**src/core/drtp_pkg.sv**
```systemverilog
/*
 * Shared constants of the timer block.
 * Assumes a 32-bit AXI4-Lite bus with 8 address bits.
 */
package drtp_pkg;
    // Register byte offsets.
    localparam logic [7:0] OFS_CTRL = 8'h00;
    localparam logic [7:0] OFS_PRESC = 8'h04;
    localparam logic [7:0] OFS_TA_LOAD = 8'h08;
    localparam logic [7:0] OFS_TA_HIGH = 8'h0c;
    localparam logic [7:0] OFS_TB_LOAD = 8'h10;
    localparam logic [7:0] OFS_TB_HIGH = 8'h14;
    localparam logic [7:0] OFS_COUNT = 8'h18;
    localparam logic [7:0] OFS_COPY = 8'h1c;
    localparam logic [7:0] OFS_STATUS = 8'h20;
    localparam logic [7:0] OFS_MASK = 8'h24;
    localparam logic [7:0] OFS_RELOADS = 8'h28;
    // Control register field positions.
    localparam int CB_PRESC_RUN = 0;
    localparam int CB_TA_RUN = 1;
    localparam int CB_TB_RUN = 2;
    localparam int CB_TA_PWM = 3;
    localparam int CB_TB_PWM = 4;
    localparam int CB_TA_SRC = 5;
    localparam int CB_TB_SRC = 7;
    localparam int CB_TA_RISE = 9;
    localparam int CB_TB_RISE = 10;
    localparam int CB_PIN0_OUT = 11;
    localparam int CB_PIN1_OUT = 12;
    localparam int CB_AUTO_GATE = 13;
    localparam int CTRL_W = 14;
    // Status and mask bit positions.
    localparam int SB_TA_UF = 0;
    localparam int SB_TB_UF = 1;
    // Reset values.
    localparam logic [13:0] CTRL_RST = 14'h0000;
    // Bus responses.
    localparam logic [1:0] RESP_OKAY = 2'b00;
    localparam logic [1:0] RESP_SLVERR = 2'b10;
    // Count source selection.
    typedef enum logic [1:0] {
        SRC_SYS = 2'b00,
        SRC_PRESC = 2'b01,
        SRC_PIN = 2'b10
    } drtp_src_type;
endpackage

```
**src/core/drtp_tmr_if.sv**
```systemverilog
/*
 * Carrier from the top level to one timer core.
 * Assumes one clock; strobes last one cycle.
 */
interface drtp_tmr_if;
    logic run; // Counting enabled.
    logic src_pulse; // One count-source event.
    logic pwm_en; // Alternate reload mode.
    logic load_we; // Write counter and low reload.
    logic high_we; // Write high reload.
    logic copy; // Copy low reload into counter.
    logic [7:0] wdata; // Data for the write strobes.
    logic [7:0] count; // Current count.
    logic [7:0] low_rl; // Low reload value.
    logic [7:0] high_rl; // High reload value.
    logic uf; // Underflow pulse.
    logic pwm; // Pulse level.
    modport ctl(output run, src_pulse, pwm_en, load_we, high_we, copy, wdata,
                input count, low_rl, high_rl, uf, pwm);
    modport core(input run, src_pulse, pwm_en, load_we, high_we, copy, wdata,
                 output count, low_rl, high_rl, uf, pwm);
endinterface

```
**src/core/drtp_pin_edge.sv**
```systemverilog
/*
 * Pin synchroniser and edge detector.
 * Assumes rst_n is already synchronised.
 */
module drtp_pin_edge (
    input wire logic clk, // System clock.
    input wire logic rst_n, // Synchronised reset, active low.
    input wire logic pin, // Raw pin level.
    input wire logic rise_sel, // High counts rising edges.
    output logic pulse // One cycle per selected edge.
);
    typedef struct packed {
        logic s1;
        logic s2;
        logic s3;
        logic pulse;
    } drtp_edge_type;
    drtp_edge_type st_r;
    drtp_edge_type st_nxt;

    // Only s2 reads s1, so a metastable first stage never reaches logic.
    always_comb begin
        st_nxt = st_r;
        st_nxt.s1 = pin;
        st_nxt.s2 = st_r.s1;
        st_nxt.s3 = st_r.s2;
        st_nxt.pulse = rise_sel ? (st_r.s2 & ~st_r.s3) : (~st_r.s2 & st_r.s3);
    end

    always_ff @(posedge clk or negedge rst_n) begin
        if (!rst_n) begin
            st_r <= '0;
        end else begin
            st_r <= st_nxt;
        end
    end

    assign pulse = st_r.pulse;
endmodule // drtp_pin_edge

```
**src/core/drtp_timer.sv**
```systemverilog
/*
 * One 8-bit down counter with low and high reloads.
 * Assumes loads and copies happen while stopped.
 */
module drtp_timer (
    input wire logic clk, // System clock.
    input wire logic rst_n, // Synchronised reset, active low.
    drtp_tmr_if.core t // Control and status.
);
    typedef struct packed {
        logic [7:0] count;
        logic [7:0] low;
        logic [7:0] high;
        logic phase;
        logic uf;
    } drtp_tmr_type;
    drtp_tmr_type st_r;
    drtp_tmr_type st_nxt;

    // Count only on source events while running, never on start.
    always_comb begin
        st_nxt = st_r;
        st_nxt.uf = 1'b0;
        if (t.load_we) begin
            st_nxt.count = t.wdata;
            st_nxt.low = t.wdata;
        end else if (t.copy) begin
            st_nxt.count = st_r.low;
        end else if (t.run && t.src_pulse) begin
            if (st_r.count == 8'h00) begin
                st_nxt.uf = 1'b1;
                if (t.pwm_en) begin
                    // A stop on this edge still reloads; a known hazard.
                    st_nxt.phase = ~st_r.phase;
                    st_nxt.count = st_r.phase ? st_r.low : st_r.high;
                end else begin
                    st_nxt.phase = 1'b0;
                    st_nxt.count = st_r.low;
                end
            end else begin
                st_nxt.count = st_r.count - 8'h01;
            end
        end
        // Old high value feeds an underflow in this same cycle.
        if (t.high_we) begin
            st_nxt.high = t.wdata;
        end
        if (!t.pwm_en) begin
            st_nxt.phase = 1'b0;
        end
    end

    always_ff @(posedge clk or negedge rst_n) begin
        if (!rst_n) begin
            st_r <= '0;
        end else begin
            st_r <= st_nxt;
        end
    end

    assign t.count = st_r.count;
    assign t.low_rl = st_r.low;
    assign t.high_rl = st_r.high;
    assign t.uf = st_r.uf;
    assign t.pwm = st_r.phase;
endmodule // drtp_timer

```
**src/core/drtp_top.sv**
```systemverilog
/*
 * Prescaler, two reload timers, pin gating and an AXI4-Lite slave.
 * Assumes software stops a counter before touching it.
 */
// Our own choices: the address map and the AXI4-Lite register port.
// Behaviour
// Prescaler is read only while halted.
// Prescaler is written only while halted.
// Timer stopped before its source changes.
// Timer stopped before its count is read.
// Timer stopped before counter load or copy.
// High reload never written on an underflow cycle.
// Stop on a pulse-mode underflow may glitch.
// Counting starts at the first source edge.
// First underflow may come one source period early.
// Pin source counts the selected edge.
// Auto gate toggles second output per timer A underflow.
// Pulse mode reloads alternately low and high.
// Divide by reload plus one; underflow flags and reloads.
module drtp_top
    import drtp_pkg::*;
(
    input wire logic clk, // Clock, 50 MHz.
    input wire logic resetn, // Async reset.
    input wire logic [7:0] s_axi_awaddr, // AW address.
    input wire logic s_axi_awvalid, // AW valid.
    output logic s_axi_awready, // AW ready.
    input wire logic [31:0] s_axi_wdata, // W data.
    input wire logic [3:0] s_axi_wstrb, // W strobes.
    input wire logic s_axi_wvalid, // W valid.
    output logic s_axi_wready, // W ready.
    output logic [1:0] s_axi_bresp, // B response.
    output logic s_axi_bvalid, // B valid.
    input wire logic s_axi_bready, // B ready.
    input wire logic [7:0] s_axi_araddr, // AR address.
    input wire logic s_axi_arvalid, // AR valid.
    output logic s_axi_arready, // AR ready.
    output logic [31:0] s_axi_rdata, // R data.
    output logic [1:0] s_axi_rresp, // R response.
    output logic s_axi_rvalid, // R valid.
    input wire logic s_axi_rready, // R ready.
    input wire logic counter_pin_zero_in, // Pin zero, timer B source.
    output logic counter_pin_zero_out, // Pin zero, first pulse.
    output logic counter_pin_zero_oe, // Pin zero enable.
    input wire logic counter_pin_one_in, // Pin one, timer A source.
    output logic counter_pin_one_out, // Pin one, second pulse.
    output logic counter_pin_one_oe, // Pin one enable.
    output logic irq // Level interrupt.
);
    import drtp_pkg::*;

    typedef struct packed {
        logic aw_rdy;
        logic w_rdy;
        logic aw_have;
        logic w_have;
        logic [7:0] awaddr;
        logic [31:0] wdata;
        logic [3:0] wstrb;
        logic bvalid;
        logic [1:0] bresp;
        logic ar_rdy;
        logic rvalid;
        logic [31:0] rdata;
        logic [1:0] rresp;
        logic [13:0] ctrl;
        logic [7:0] presc_rl;
        logic [7:0] presc_cnt;
        logic presc_tick;
        logic [1:0] status;
        logic [1:0] mask;
        logic gate;
        logic out0;
        logic oe0;
        logic out1;
        logic oe1;
        logic irq;
    } drtp_top_type;

    logic [1:0] rst_q_r;
    logic rst_n;
    drtp_top_type st_r;
    drtp_top_type st_nxt;
    logic pin0_pulse;
    logic pin1_pulse;
    logic wr_fire;
    logic [31:0] wmerged;
    drtp_tmr_if ta ();
    drtp_tmr_if tb ();

    // Merge write data under the byte enables.
    function automatic logic [31:0] merge_bytes(input logic [31:0] old_v, input logic [31:0] new_v,
                                                input logic [3:0] strb);
        logic [31:0] res;
        res = old_v;
        for (int i = 0; i < 4; i++) begin
            if (strb[i]) begin
                res[8*i +: 8] = new_v[8*i +: 8];
            end
        end
        return res;
    endfunction

    // Count event for a source selection.
    function automatic logic pick_source(input logic [1:0] sel, input logic presc_tick,
                                         input logic pin_pulse);
        logic res;
        res = 1'b0;
        if (sel == SRC_SYS) begin
            res = 1'b1;
        end else if (sel == SRC_PRESC) begin
            res = presc_tick;
        end else if (sel == SRC_PIN) begin
            res = pin_pulse;
        end
        return res;
    endfunction

    // Timer load, high reload and copy words, decoded for writes and reads.
    function automatic logic is_timer_ofs(input logic [7:0] a);
        return a == OFS_TA_LOAD || a == OFS_TA_HIGH || a == OFS_TB_LOAD || a == OFS_TB_HIGH || a == OFS_COPY;
    endfunction

    // Two-flop release so every flop leaves reset together.
    always_ff @(posedge clk or negedge resetn) begin
        if (!resetn) begin
            rst_q_r <= 2'b00;
        end else begin
            rst_q_r <= {rst_q_r[0], 1'b1};
        end
    end
    assign rst_n = rst_q_r[1];

    // Pin one feeds timer A, pin zero feeds timer B.
    drtp_pin_edge u_edge0 (
        .clk(clk),
        .rst_n(rst_n),
        .pin(counter_pin_zero_in),
        .rise_sel(st_r.ctrl[CB_TB_RISE]),
        .pulse(pin0_pulse)
    );
    drtp_pin_edge u_edge1 (
        .clk(clk),
        .rst_n(rst_n),
        .pin(counter_pin_one_in),
        .rise_sel(st_r.ctrl[CB_TA_RISE]),
        .pulse(pin1_pulse)
    );

    drtp_timer u_ta (
        .clk(clk),
        .rst_n(rst_n),
        .t(ta.core)
    );
    drtp_timer u_tb (
        .clk(clk),
        .rst_n(rst_n),
        .t(tb.core)
    );

    // A write is performed once both address and data are held.
    assign wr_fire = st_r.aw_have && st_r.w_have && !st_r.bvalid;
    assign wmerged = merge_bytes(32'h0000_0000, st_r.wdata, st_r.wstrb);

    // Timer controls from control bits and write strobes.
    always_comb begin
        ta.run = st_r.ctrl[CB_TA_RUN];
        ta.pwm_en = st_r.ctrl[CB_TA_PWM];
        ta.src_pulse = pick_source(st_r.ctrl[CB_TA_SRC +: 2], st_r.presc_tick, pin1_pulse);
        ta.load_we = wr_fire && st_r.awaddr == OFS_TA_LOAD && st_r.wstrb[0];
        ta.high_we = wr_fire && st_r.awaddr == OFS_TA_HIGH && st_r.wstrb[0];
        ta.copy = wr_fire && st_r.awaddr == OFS_COPY && st_r.wstrb[0] && st_r.wdata[0];
        ta.wdata = st_r.wdata[7:0];
        tb.run = st_r.ctrl[CB_TB_RUN];
        tb.pwm_en = st_r.ctrl[CB_TB_PWM];
        tb.src_pulse = pick_source(st_r.ctrl[CB_TB_SRC +: 2], st_r.presc_tick, pin0_pulse);
        tb.load_we = wr_fire && st_r.awaddr == OFS_TB_LOAD && st_r.wstrb[0];
        tb.high_we = wr_fire && st_r.awaddr == OFS_TB_HIGH && st_r.wstrb[0];
        tb.copy = wr_fire && st_r.awaddr == OFS_COPY && st_r.wstrb[0] && st_r.wdata[1];
        tb.wdata = st_r.wdata[7:0];
    end

    // Next state: bus slave, registers, prescaler, flags, gating and pins.
    always_comb begin
        st_nxt = st_r;
        // Write address and data are taken independently, in either order.
        if (s_axi_awvalid && st_r.aw_rdy) begin
            st_nxt.aw_have = 1'b1;
            st_nxt.awaddr = s_axi_awaddr;
        end
        if (s_axi_wvalid && st_r.w_rdy) begin
            st_nxt.w_have = 1'b1;
            st_nxt.wdata = s_axi_wdata;
            st_nxt.wstrb = s_axi_wstrb;
        end
        if (st_r.bvalid && s_axi_bready) begin
            st_nxt.bvalid = 1'b0;
        end

        // Prescaler starts from its loaded value.
        st_nxt.presc_tick = 1'b0;
        if (st_r.ctrl[CB_PRESC_RUN]) begin
            if (st_r.presc_cnt == 8'h00) begin
                st_nxt.presc_tick = 1'b1;
                st_nxt.presc_cnt = st_r.presc_rl;
            end else begin
                st_nxt.presc_cnt = st_r.presc_cnt - 8'h01;
            end
        end

        // Underflows set sticky flags; a set wins over a clear in the same cycle.
        if (wr_fire) begin
            st_nxt.aw_have = 1'b0;
            st_nxt.w_have = 1'b0;
            st_nxt.bvalid = 1'b1;
            st_nxt.bresp = RESP_OKAY;
            if (st_r.awaddr == OFS_CTRL) begin
                st_nxt.ctrl = CTRL_W'(merge_bytes({18'h00000, st_r.ctrl}, st_r.wdata, st_r.wstrb));
            end else if (st_r.awaddr == OFS_PRESC) begin
                if (st_r.wstrb[0]) begin
                    st_nxt.presc_rl = st_r.wdata[7:0];
                    st_nxt.presc_cnt = st_r.wdata[7:0];
                end
            end else if (st_r.awaddr == OFS_STATUS) begin
                st_nxt.status = st_r.status & ~wmerged[1:0];
            end else if (st_r.awaddr == OFS_MASK) begin
                st_nxt.mask = 2'(merge_bytes({30'h0000_0000, st_r.mask}, st_r.wdata, st_r.wstrb));
            end else if (is_timer_ofs(st_r.awaddr)) begin
                st_nxt.bresp = RESP_OKAY;
            end else begin
                st_nxt.bresp = RESP_SLVERR;
            end
        end
        if (ta.uf) begin
            st_nxt.status[SB_TA_UF] = 1'b1;
        end
        if (tb.uf) begin
            st_nxt.status[SB_TB_UF] = 1'b1;
        end
        st_nxt.irq = |(st_nxt.status & st_nxt.mask);

        // Ready drops while a word or a response is held.
        st_nxt.aw_rdy = !st_nxt.aw_have && !st_nxt.bvalid;
        st_nxt.w_rdy = !st_nxt.w_have && !st_nxt.bvalid;

        // Reads return live counts; only a stopped counter reads stable.
        if (st_r.rvalid && s_axi_rready) begin
            st_nxt.rvalid = 1'b0;
        end
        if (s_axi_arvalid && st_r.ar_rdy) begin
            st_nxt.rvalid = 1'b1;
            st_nxt.rresp = RESP_OKAY;
            st_nxt.rdata = 32'h0000_0000;
            if (s_axi_araddr == OFS_CTRL) begin
                st_nxt.rdata = {18'h00000, st_r.ctrl};
            end else if (s_axi_araddr == OFS_PRESC) begin
                st_nxt.rdata = {16'h0000, st_r.presc_rl, st_r.presc_cnt};
            end else if (s_axi_araddr == OFS_COUNT) begin
                st_nxt.rdata = {16'h0000, tb.count, ta.count};
            end else if (s_axi_araddr == OFS_RELOADS) begin
                st_nxt.rdata = {tb.high_rl, tb.low_rl, ta.high_rl, ta.low_rl};
            end else if (s_axi_araddr == OFS_STATUS) begin
                st_nxt.rdata = {30'h0000_0000, st_r.status};
            end else if (s_axi_araddr == OFS_MASK) begin
                st_nxt.rdata = {30'h0000_0000, st_r.mask};
            end else if (is_timer_ofs(s_axi_araddr)) begin
                st_nxt.rresp = RESP_OKAY;
            end else begin
                st_nxt.rresp = RESP_SLVERR;
            end
        end
        st_nxt.ar_rdy = !st_nxt.rvalid;

        // A underflows toggle the gate; stopping A cancels it.
        if (!st_r.ctrl[CB_TA_RUN]) begin
            st_nxt.gate = 1'b0;
        end else if (st_r.ctrl[CB_AUTO_GATE] && ta.uf) begin
            st_nxt.gate = ~st_r.gate;
        end

        // Pins are registered so they never carry decode glitches.
        st_nxt.out0 = ta.pwm;
        st_nxt.oe0 = st_r.ctrl[CB_PIN0_OUT];
        st_nxt.out1 = tb.pwm & (~(st_r.ctrl[CB_AUTO_GATE] & st_r.ctrl[CB_TA_RUN]) | st_r.gate);
        st_nxt.oe1 = st_r.ctrl[CB_PIN1_OUT];
    end

    always_ff @(posedge clk or negedge rst_n) begin
        if (!rst_n) begin
            st_r <= '0;
        end else begin
            st_r <= st_nxt;
        end
    end

    // Outputs come straight from the state flops.
    assign s_axi_awready = st_r.aw_rdy;
    assign s_axi_wready = st_r.w_rdy;
    assign s_axi_bvalid = st_r.bvalid;
    assign s_axi_bresp = st_r.bresp;
    assign s_axi_arready = st_r.ar_rdy;
    assign s_axi_rvalid = st_r.rvalid;
    assign s_axi_rdata = st_r.rdata;
    assign s_axi_rresp = st_r.rresp;
    assign counter_pin_zero_out = st_r.out0;
    assign counter_pin_zero_oe = st_r.oe0;
    assign counter_pin_one_out = st_r.out1;
    assign counter_pin_one_oe = st_r.oe1;
    assign irq = st_r.irq;
endmodule // drtp_top

```
**config.mk**
```make
export PLATFORM = sky130hd
export DESIGN_NAME = drtp_top
export DESIGN_NICKNAME = d
export VERILOG_FILES = /design/src/core/drtp_pkg.sv /design/src/core/drtp_tmr_if.sv /design/src/core/drtp_pin_edge.sv /design/src/core/drtp_timer.sv /design/src/core/drtp_top.sv
export SDC_FILE = /design/constraint.sdc
export NUM_CORES = 1
export LEC_CHECK = 0
export BUFFER_PORTS_ARGS = -buffer_cell sky130_fd_sc_hd__buf_2
export CAP_MARGIN = 20
export CORE_AREA = 5 5 142 144
export CTS_BUF_LIST = sky130_fd_sc_hd__clkbuf_16
export CTS_CLUSTER_SIZE = 24
export DETAILED_ROUTE_END_ITERATION = 8
export DIE_AREA = 0 0 147 149
export GPL_ROUTABILITY_DRIVEN = 1
export SLEW_MARGIN = 10
export SYNTH_ARGS = -nofsm -noshare
export SYNTH_HDL_FRONTEND = slang
export SYNTH_HIERARCHICAL = 1
export SYNTH_SLANG_ARGS = --single-unit
```
**constraint.sdc**
```tcl
create_clock -name clk -period 5.5 [get_ports clk]
set_input_delay 0.55 -clock clk [delete_from_list [all_inputs] [get_ports clk]]
set_output_delay 0.55 -clock clk [all_outputs]
set_load 0.01 [all_outputs]
```
======== Word level (Yosys, flattened, before mapping) ========
Index checks and enable logic that the tools add are counted.
cells by class
  mux-type cells .......................... 76
  reductions and logical operators ........ 52
  equal/unequal tests ..................... 31
  shift operators ......................... 0
  multiply operators ...................... 0
  bitwise gates (word level) .............. 19
  add/sub/neg operators ................... 3
  magnitude comparators ................... 0
  divide/modulo/power cells ............... 0
operators with widths
  cell                                                                     count
  8-bit 2-to-1 mux                                                         17
  32-bit 2-to-1 mux                                                        4
  8-bit by 5-bit == test with 1-bit output, second input constant          7
  2-bit 2-to-1 mux                                                         28
  8-bit by 6-bit == test with 1-bit output, second input constant          5
  8-bit zero test                                                          5
  35-bit 2-to-1 mux                                                        1
  8-bit by 4-bit == test with 1-bit output, second input constant          4
  1-bit logical AND                                                        24
  8-bit by 1-bit subtractor with 8-bit output, second input constant       3
  1-bit 2-to-1 mux                                                         21
  8-bit by 3-bit == test with 1-bit output, second input constant          2
  4-bit 2-to-1 mux                                                         3
  4-bit AND reduction                                                      3
  2-bit by 1-bit inequality test with 1-bit output, second input constant  5
  9-bit 2-to-1 mux                                                         1
  1-bit NOT                                                                9
  1-bit logical OR                                                         8
  2-bit inequality test, second input constant                             4
  1-bit bitwise AND                                                        6
  3-bit AND reduction                                                      2
  3-bit nonzero test                                                       2
  1-bit zero test                                                          5
  2-bit bitwise AND                                                        2
  other kinds (7)                                                          10
word-level totals
  bits in writable memories ............... 0
  word-level logic and storage cells ...... 226
  bits in read-only memories .............. 0
  register bits after elaboration ......... 170
  latch bits .............................. 0
  input port bits ......................... 61
  memories ................................ 0
  output and inout port bits .............. 46

======== Logic depth before layout (Yosys ltp) ========
  depth in word-level cells ............... 14
  depth in mapped cells ................... 10
  mapped depth without buffers ............ 7

======== Hierarchy ========
Netlist, hierarchy kept.
modules (own cells, without submodules)
  module         instances  cells each  sequential area each (um2)  area each (um2)
  drtp_top       1          472         2702.6                      5186.2
  drtp_timer     2          127         650.6                       1417.6
  drtp_pin_edge  2          7           100.1                       122.6

======== Least setup slack after synthesis ========
OpenSTA, ideal clock, no wires.
  path type ............................... reg2reg
  start point ............................. reg st_r (netlist bit s_axi_bvalid)
  end point ............................... reg u_ta.st_r (netlist bit u_ta/t.pwm)
  data arrival time ....................... 2.040 ns
  slack ................................... 3.341 ns
  period minus slack after synthesis ...... 2.159 ns
  stages on the path, launching flop included .. 10
  setup time .............................. 0.119 ns
  path buffers ............................ 2
  required time ........................... 5.381 ns
  cells stage by stage .................... dfrtp_1 > and4b_1 > clkbuf_1 > and3_1 > and3_1 > clkbuf_1 > and4bb_2 > nand4_1 > xnor2_1 > and2_1
between the ends
  cells in the longest elaborated chain, start to end .. 7
  elaborated cells between the ends (all ways) .. 10
  those cells by class .................... 2 x eq/ne; 8 x reduce/logical
RTL lines
  item                             RTL line           text
  start: declaration               drtp_top.sv:82     drtp_top_type st_r;
  start signal: assignment         drtp_top.sv:292    st_r <= st_nxt;
  1-bit zero test                  drtp_top.sv:162    assign wr_fire = st_r.aw_have && st_r.w_have && !st_r.bvalid;
  1-bit logical AND                drtp_top.sv:162
  1-bit logical AND (3 in series)  drtp_top.sv:172    ta.copy = wr_fire && st_r.awaddr == OFS_COPY && st_r.wstrb[0] && st_r.wdata[0];
  named net ta.copy                drtp_tmr_if.sv:11  logic copy;
  2-bit inequality test (no line)  --
  4-bit AND reduction (no line)    --
  end signal: assignment           drtp_timer.sv:57   st_r <= st_nxt;
  end: declaration                 drtp_timer.sv:17   drtp_tmr_type st_r;
The timed path passes the listed nets, and every way through them passes these cells.
A chain may end at the register's enable or synchronous reset.

======== Worst setup path after layout ========
  start point ............................. reg st_r[118] (netlist bit)
  end point ............................... reg u_tb.st_r (netlist bit u_tb/t.count[7])
between the ends
  elaborated cells between the ends (all ways) .. 10
  those cells by class .................... 2 x eq/ne; 2 x mux; 6 x reduce/logical
RTL lines
  item                                                                     RTL line          text
  8-bit by 5-bit == test with 1-bit output *                               drtp_top.sv:177   tb.load_we = wr_fire && st_r.awaddr == OFS_TB_LOAD && st_r.wstrb[0];
  1-bit logical AND * (2 in series)                                        drtp_top.sv:177
  named net tb.load_we                                                     drtp_tmr_if.sv:9  logic load_we;
  3-bit nonzero test (no line) / 8-bit 2-to-1 mux (equally long branches)  --
  end signal: assignment                                                   drtp_timer.sv:57
  end: declaration                                                         drtp_timer.sv:17
Mark *: on every way through the listed nets, which the timed path passes. The rest lies on a longest branch.

==> summary by stage <==
CTS
Clock-pin slew was measured on the worst setup and hold paths at 0.06 ns. Counting along the longest clock path gives a buffer depth of 2. The number of clock buffers added by TritonCTS is 17. The clock latency on the worst-skew pair is 0.43 ns.

The CTS root buffer is clkbuf_16. The TritonCTS clock tree is yes. Clock tree synthesis found a total of 168 sinks. The number of gates resized after CTS was 0. The H-tree was split into 4 levels.

Timing
The setup skew after layout is 0.00891 ns. The share of the clock period used by the worst path is 49.0%. At the pin with the least slew margin, the transition time is 0.993 ns. The worst slew slack as a fraction of its limit is 33.6%. The count of final max-slew check failures was 0. The final worst-path setup slack is 2.81 ns. The maximum frequency from static timing analysis is 371 MHz. The count of endpoints failing hold in the final timing report is 0. The final period demand of the worst path is 2.69 ns. Setup violations remaining at the end of the flow were counted as 0.

Setup repair after global routing left no endpoint under its margin. The total negative setup slack is 0 ns.

Routing
The total wire length is 21.3 mm. The via density per instance is 5.81. Dividing the detail-routed wire length by the instance count gives 20.7 µm. The detailed-router iteration count before antenna repair is 5.

The overall via count from detail_route is 5977. After detailed routing, the number of remaining DRC violations is 0. After the first detailed-routing iteration, the DRC count stood at 648. In this run the remaining antenna-violating nets after routing total 0.

Die
In this run the standard cell core region covers 0.0186 mm². The die covers 0.0219 mm². The floorplan step set the die width to 147 µm.

The effective utilization at floorplan is 44.5%. 107 I/O pins were placed. The die is 149 µm tall.

The floorplan has 50 rows.

Worst setup path
For the worst setup path, the data required time is 5.80 ns. The highest-delay cell along the critical path is and2_1. The most critical setup path has its startpoint at st_r[118].

The critical path data arrival time is 2.99 ns. The endpoint kind of the worst setup timing path is a flip-flop. The signal on the critical path passes through nor4_1 > and2_1 > mux2_2 > a22oi_1 > o21ai_0. Broken down by cell family, the worst path's largest delay share belongs to simple AND/OR/NAND/NOR gates. The highest net fanout along the worst path is 18. The delay of the slowest critical-path stage is 0.70 ns. The startpoint of the most critical register-to-register path is st_r[118].

The critical path launch point type is a flip-flop. The combined buffer and inverter count along the critical path is 0. The kind of critical path is flip-flop to flip-flop.

GRT
Global routing consumed, over all layers together, 20.0% of the routing resources. The maximum number of pins on one net before global-route repair is 59. The remaining global-route overflow is 0. The number of global-route vias before repair is 6016. The initial antenna violation count was 1. The global-route wire length before repair is 34.3 mm.

Cells and area
Summing all flip-flop and latch instances after layout gives 0.00421 mm². The area used by multi-input combinational logic is 0.00357 mm². The layout filler cell count is 1655. In the final layout, the share of cells above drive strength 1 is 29.6%. Relative to the synthesized area, the layout overhead comes to 11.8%.

The number of diodes added for antenna fixing is 0. The count of nets after finishing is 848.

Pwr
The power per standard cell area is 442 mW/mm². The leakage power summed over all cells is 4.40 nW. IR analysis of the VDD net gives a maximum drop of 237 µV.

Status
The run finished with clean final reports.

Min path
The worst hold path begins at counter_pin_one_in. In this run the worst hold path is classified as input pin to flip-flop.

Place
The final estimated routing congestion in global placement is 0.904. The count of buffers added on input and output ports is 84. Summed over all nets, the half-perimeter wirelength after detailed placement is 15.4 mm. The pre-CTS worst setup slack is 2.60 ns.

Logic synthesis
The Yosys step of the flow raised 6 warnings. Counting instances in the post-synthesis netlist gives the leading cell types as 168 x dfrtp_1, 81 x mux2_2, 74 x nand2_1, 38 x buf_4, 34 x o21ai_0. Summing the sequential cell areas from Yosys gives 50.9% of the chip area. The average instance area after synthesis is 11.2 µm². Yosys mapped the design onto 71 distinct sky130hd cell types. The cell area that synthesis handed to floorplanning was 0.00827 mm².

For this run, asynchronously set or reset flops after synthesis account for 100%. The cell taking the most area after synthesis is dfrtp_1. The number of flops mapped to enable cells by yosys is 0. The share of synthesized area in the top cell type comes to 50.9%. By area the synthesized netlist is led by dfrtp_1 51%, mux2_2 11%, buf_4 3.5%. The most frequently used flop master after synthesis is dfrtp_1. The flop and latch count out of synthesis is 168. The post-synthesis cell count is 740. dfrtp_1 is the most common cell in the netlist.

Job
The reported max-cap violation count is 0.
## metrics by stage
stage / power, mW / std cells / hold slack, ns / area, µm² / utilization, %
final: 4.09 / 1028 / 0.223 / 9240 / 49.7
after global routing: 4.28 / 1028 / 0.202 / 9240 / 49.7
after CTS: 4.11 / 1026 / 0.201 / 9220 / 49.6
after detailed placement: 2.85 / 995 / 0.342 / 8600 / 46.3
after global placement: 2.80 / 995 / 0.335 / 8600 / 46.3
after floorplan: 2.51 / 741 / 0.254 / 8270 / -
## worst reg2reg max path, delay by kind of cell, from the launching register on
family	cells	cell delay, ns
compound gates	2	0.32
simple gates	2	1.34
mux	1	0.45
flops	1	0.45
## metal layers
layer / wire, µm / vias up / part of all wire, % / global-route usage, %
met5: 7 / - / 0.033 / 0
met4: 469 / 2 / 2.2 / 6.52
met3: 1160 / 30 / 5.4 / 4.65
met2: 9810 / 186 / 46 / 30.4
met1: 9850 / 3001 / 46 / 28.5
li1: - / 2758 / - / -
## final timing paths
kind / end / slack (ns) / depth (start not counted)
min reg2reg: u_edge0/st_nxt[1] / 0.36 / 0
max: u_tb/t.count[7] / 2.81 / 5
min: u_edge1/st_nxt[2] / 0.22 / 1
max in group asynchronous: st_r[21] / 3.89 / 1
min in group asynchronous: u_edge0/st_r[1] / 0.40 / 0
max reg2reg: u_tb/t.count[7] / 2.81 / 5
## where the power goes
part	total, mW	internal (mW)	switching [mW]
logic	1.01	0.492	0.520
registers	1.83	1.46	0.371
clock network	1.24	0.754	0.486
total	4.09	2.71	1.38
## area by class of cell
type	count	share of cell area, %
sequential	168	45.5
multi-input combinational	483	38.6
timing repair buffer	92	5.27
clock buffer	17	4.60
tap	234	3.17
clock inverter	13	1.96
inverter	21	0.853
## sequential cells by signal, indices dropped and copies added, names as in the netlist, 2 cells and up
register / flops
u_ta/t.high_rl: 8
rst_q_r: 2
st_r: 60
u_ta/t.count: 8
u_tb/t.low_rl: 8
s_axi_rdata: 32
u_ta/t.low_rl: 8
u_tb/t.high_rl: 8
u_tb/t.count: 8
u_edge1/st_nxt: 2
u_edge0/st_nxt: 2
st_nxt: 2
## layout by cell type, fill, tap and decap left out, types with 19 or more instances in the layout
cell type / synthesis / layout
a22o_1: 31 / 31
buf_2: 10 / 84
a21oi_1: 23 / 23
mux2_2: 81 / 81
inv_1: 21 / 23
nor2_1: 20 / 20
a31oi_1: 19 / 19
o21ai_0: 34 / 34
dfrtp_1: 168 / 167
nand2_1: 74 / 74
## timing repair
action / 4_1_cts / 5_1_grt
hold buffers: 1 / 0
hold endpoints to repair: 2 / 0
setup buffers: 0 / 0
setup endpoints to repair: 0 / 0
## logic make-up (layout without fill, tap and decap cells)
| logic type | Yosys count | count (layout) | share of synthesized area, % |
|---|---|---|---|
| xor+xnor | 5 | 5 | 0.530 |
| buf+inv | 90 | 143 | 6.05 |
| other cells | 2 | 3 | 0.0908 |
| fa+ha+maj | 4 | 4 | 0.605 |
| compound gates | 181 | 181 | 15.7 |
| mux | 93 | 93 | 12.6 |
| flops | 168 | 168 | 50.9 |
| simple gates | 197 | 197 | 13.5 |
Power figures use the tool's default switching activity.
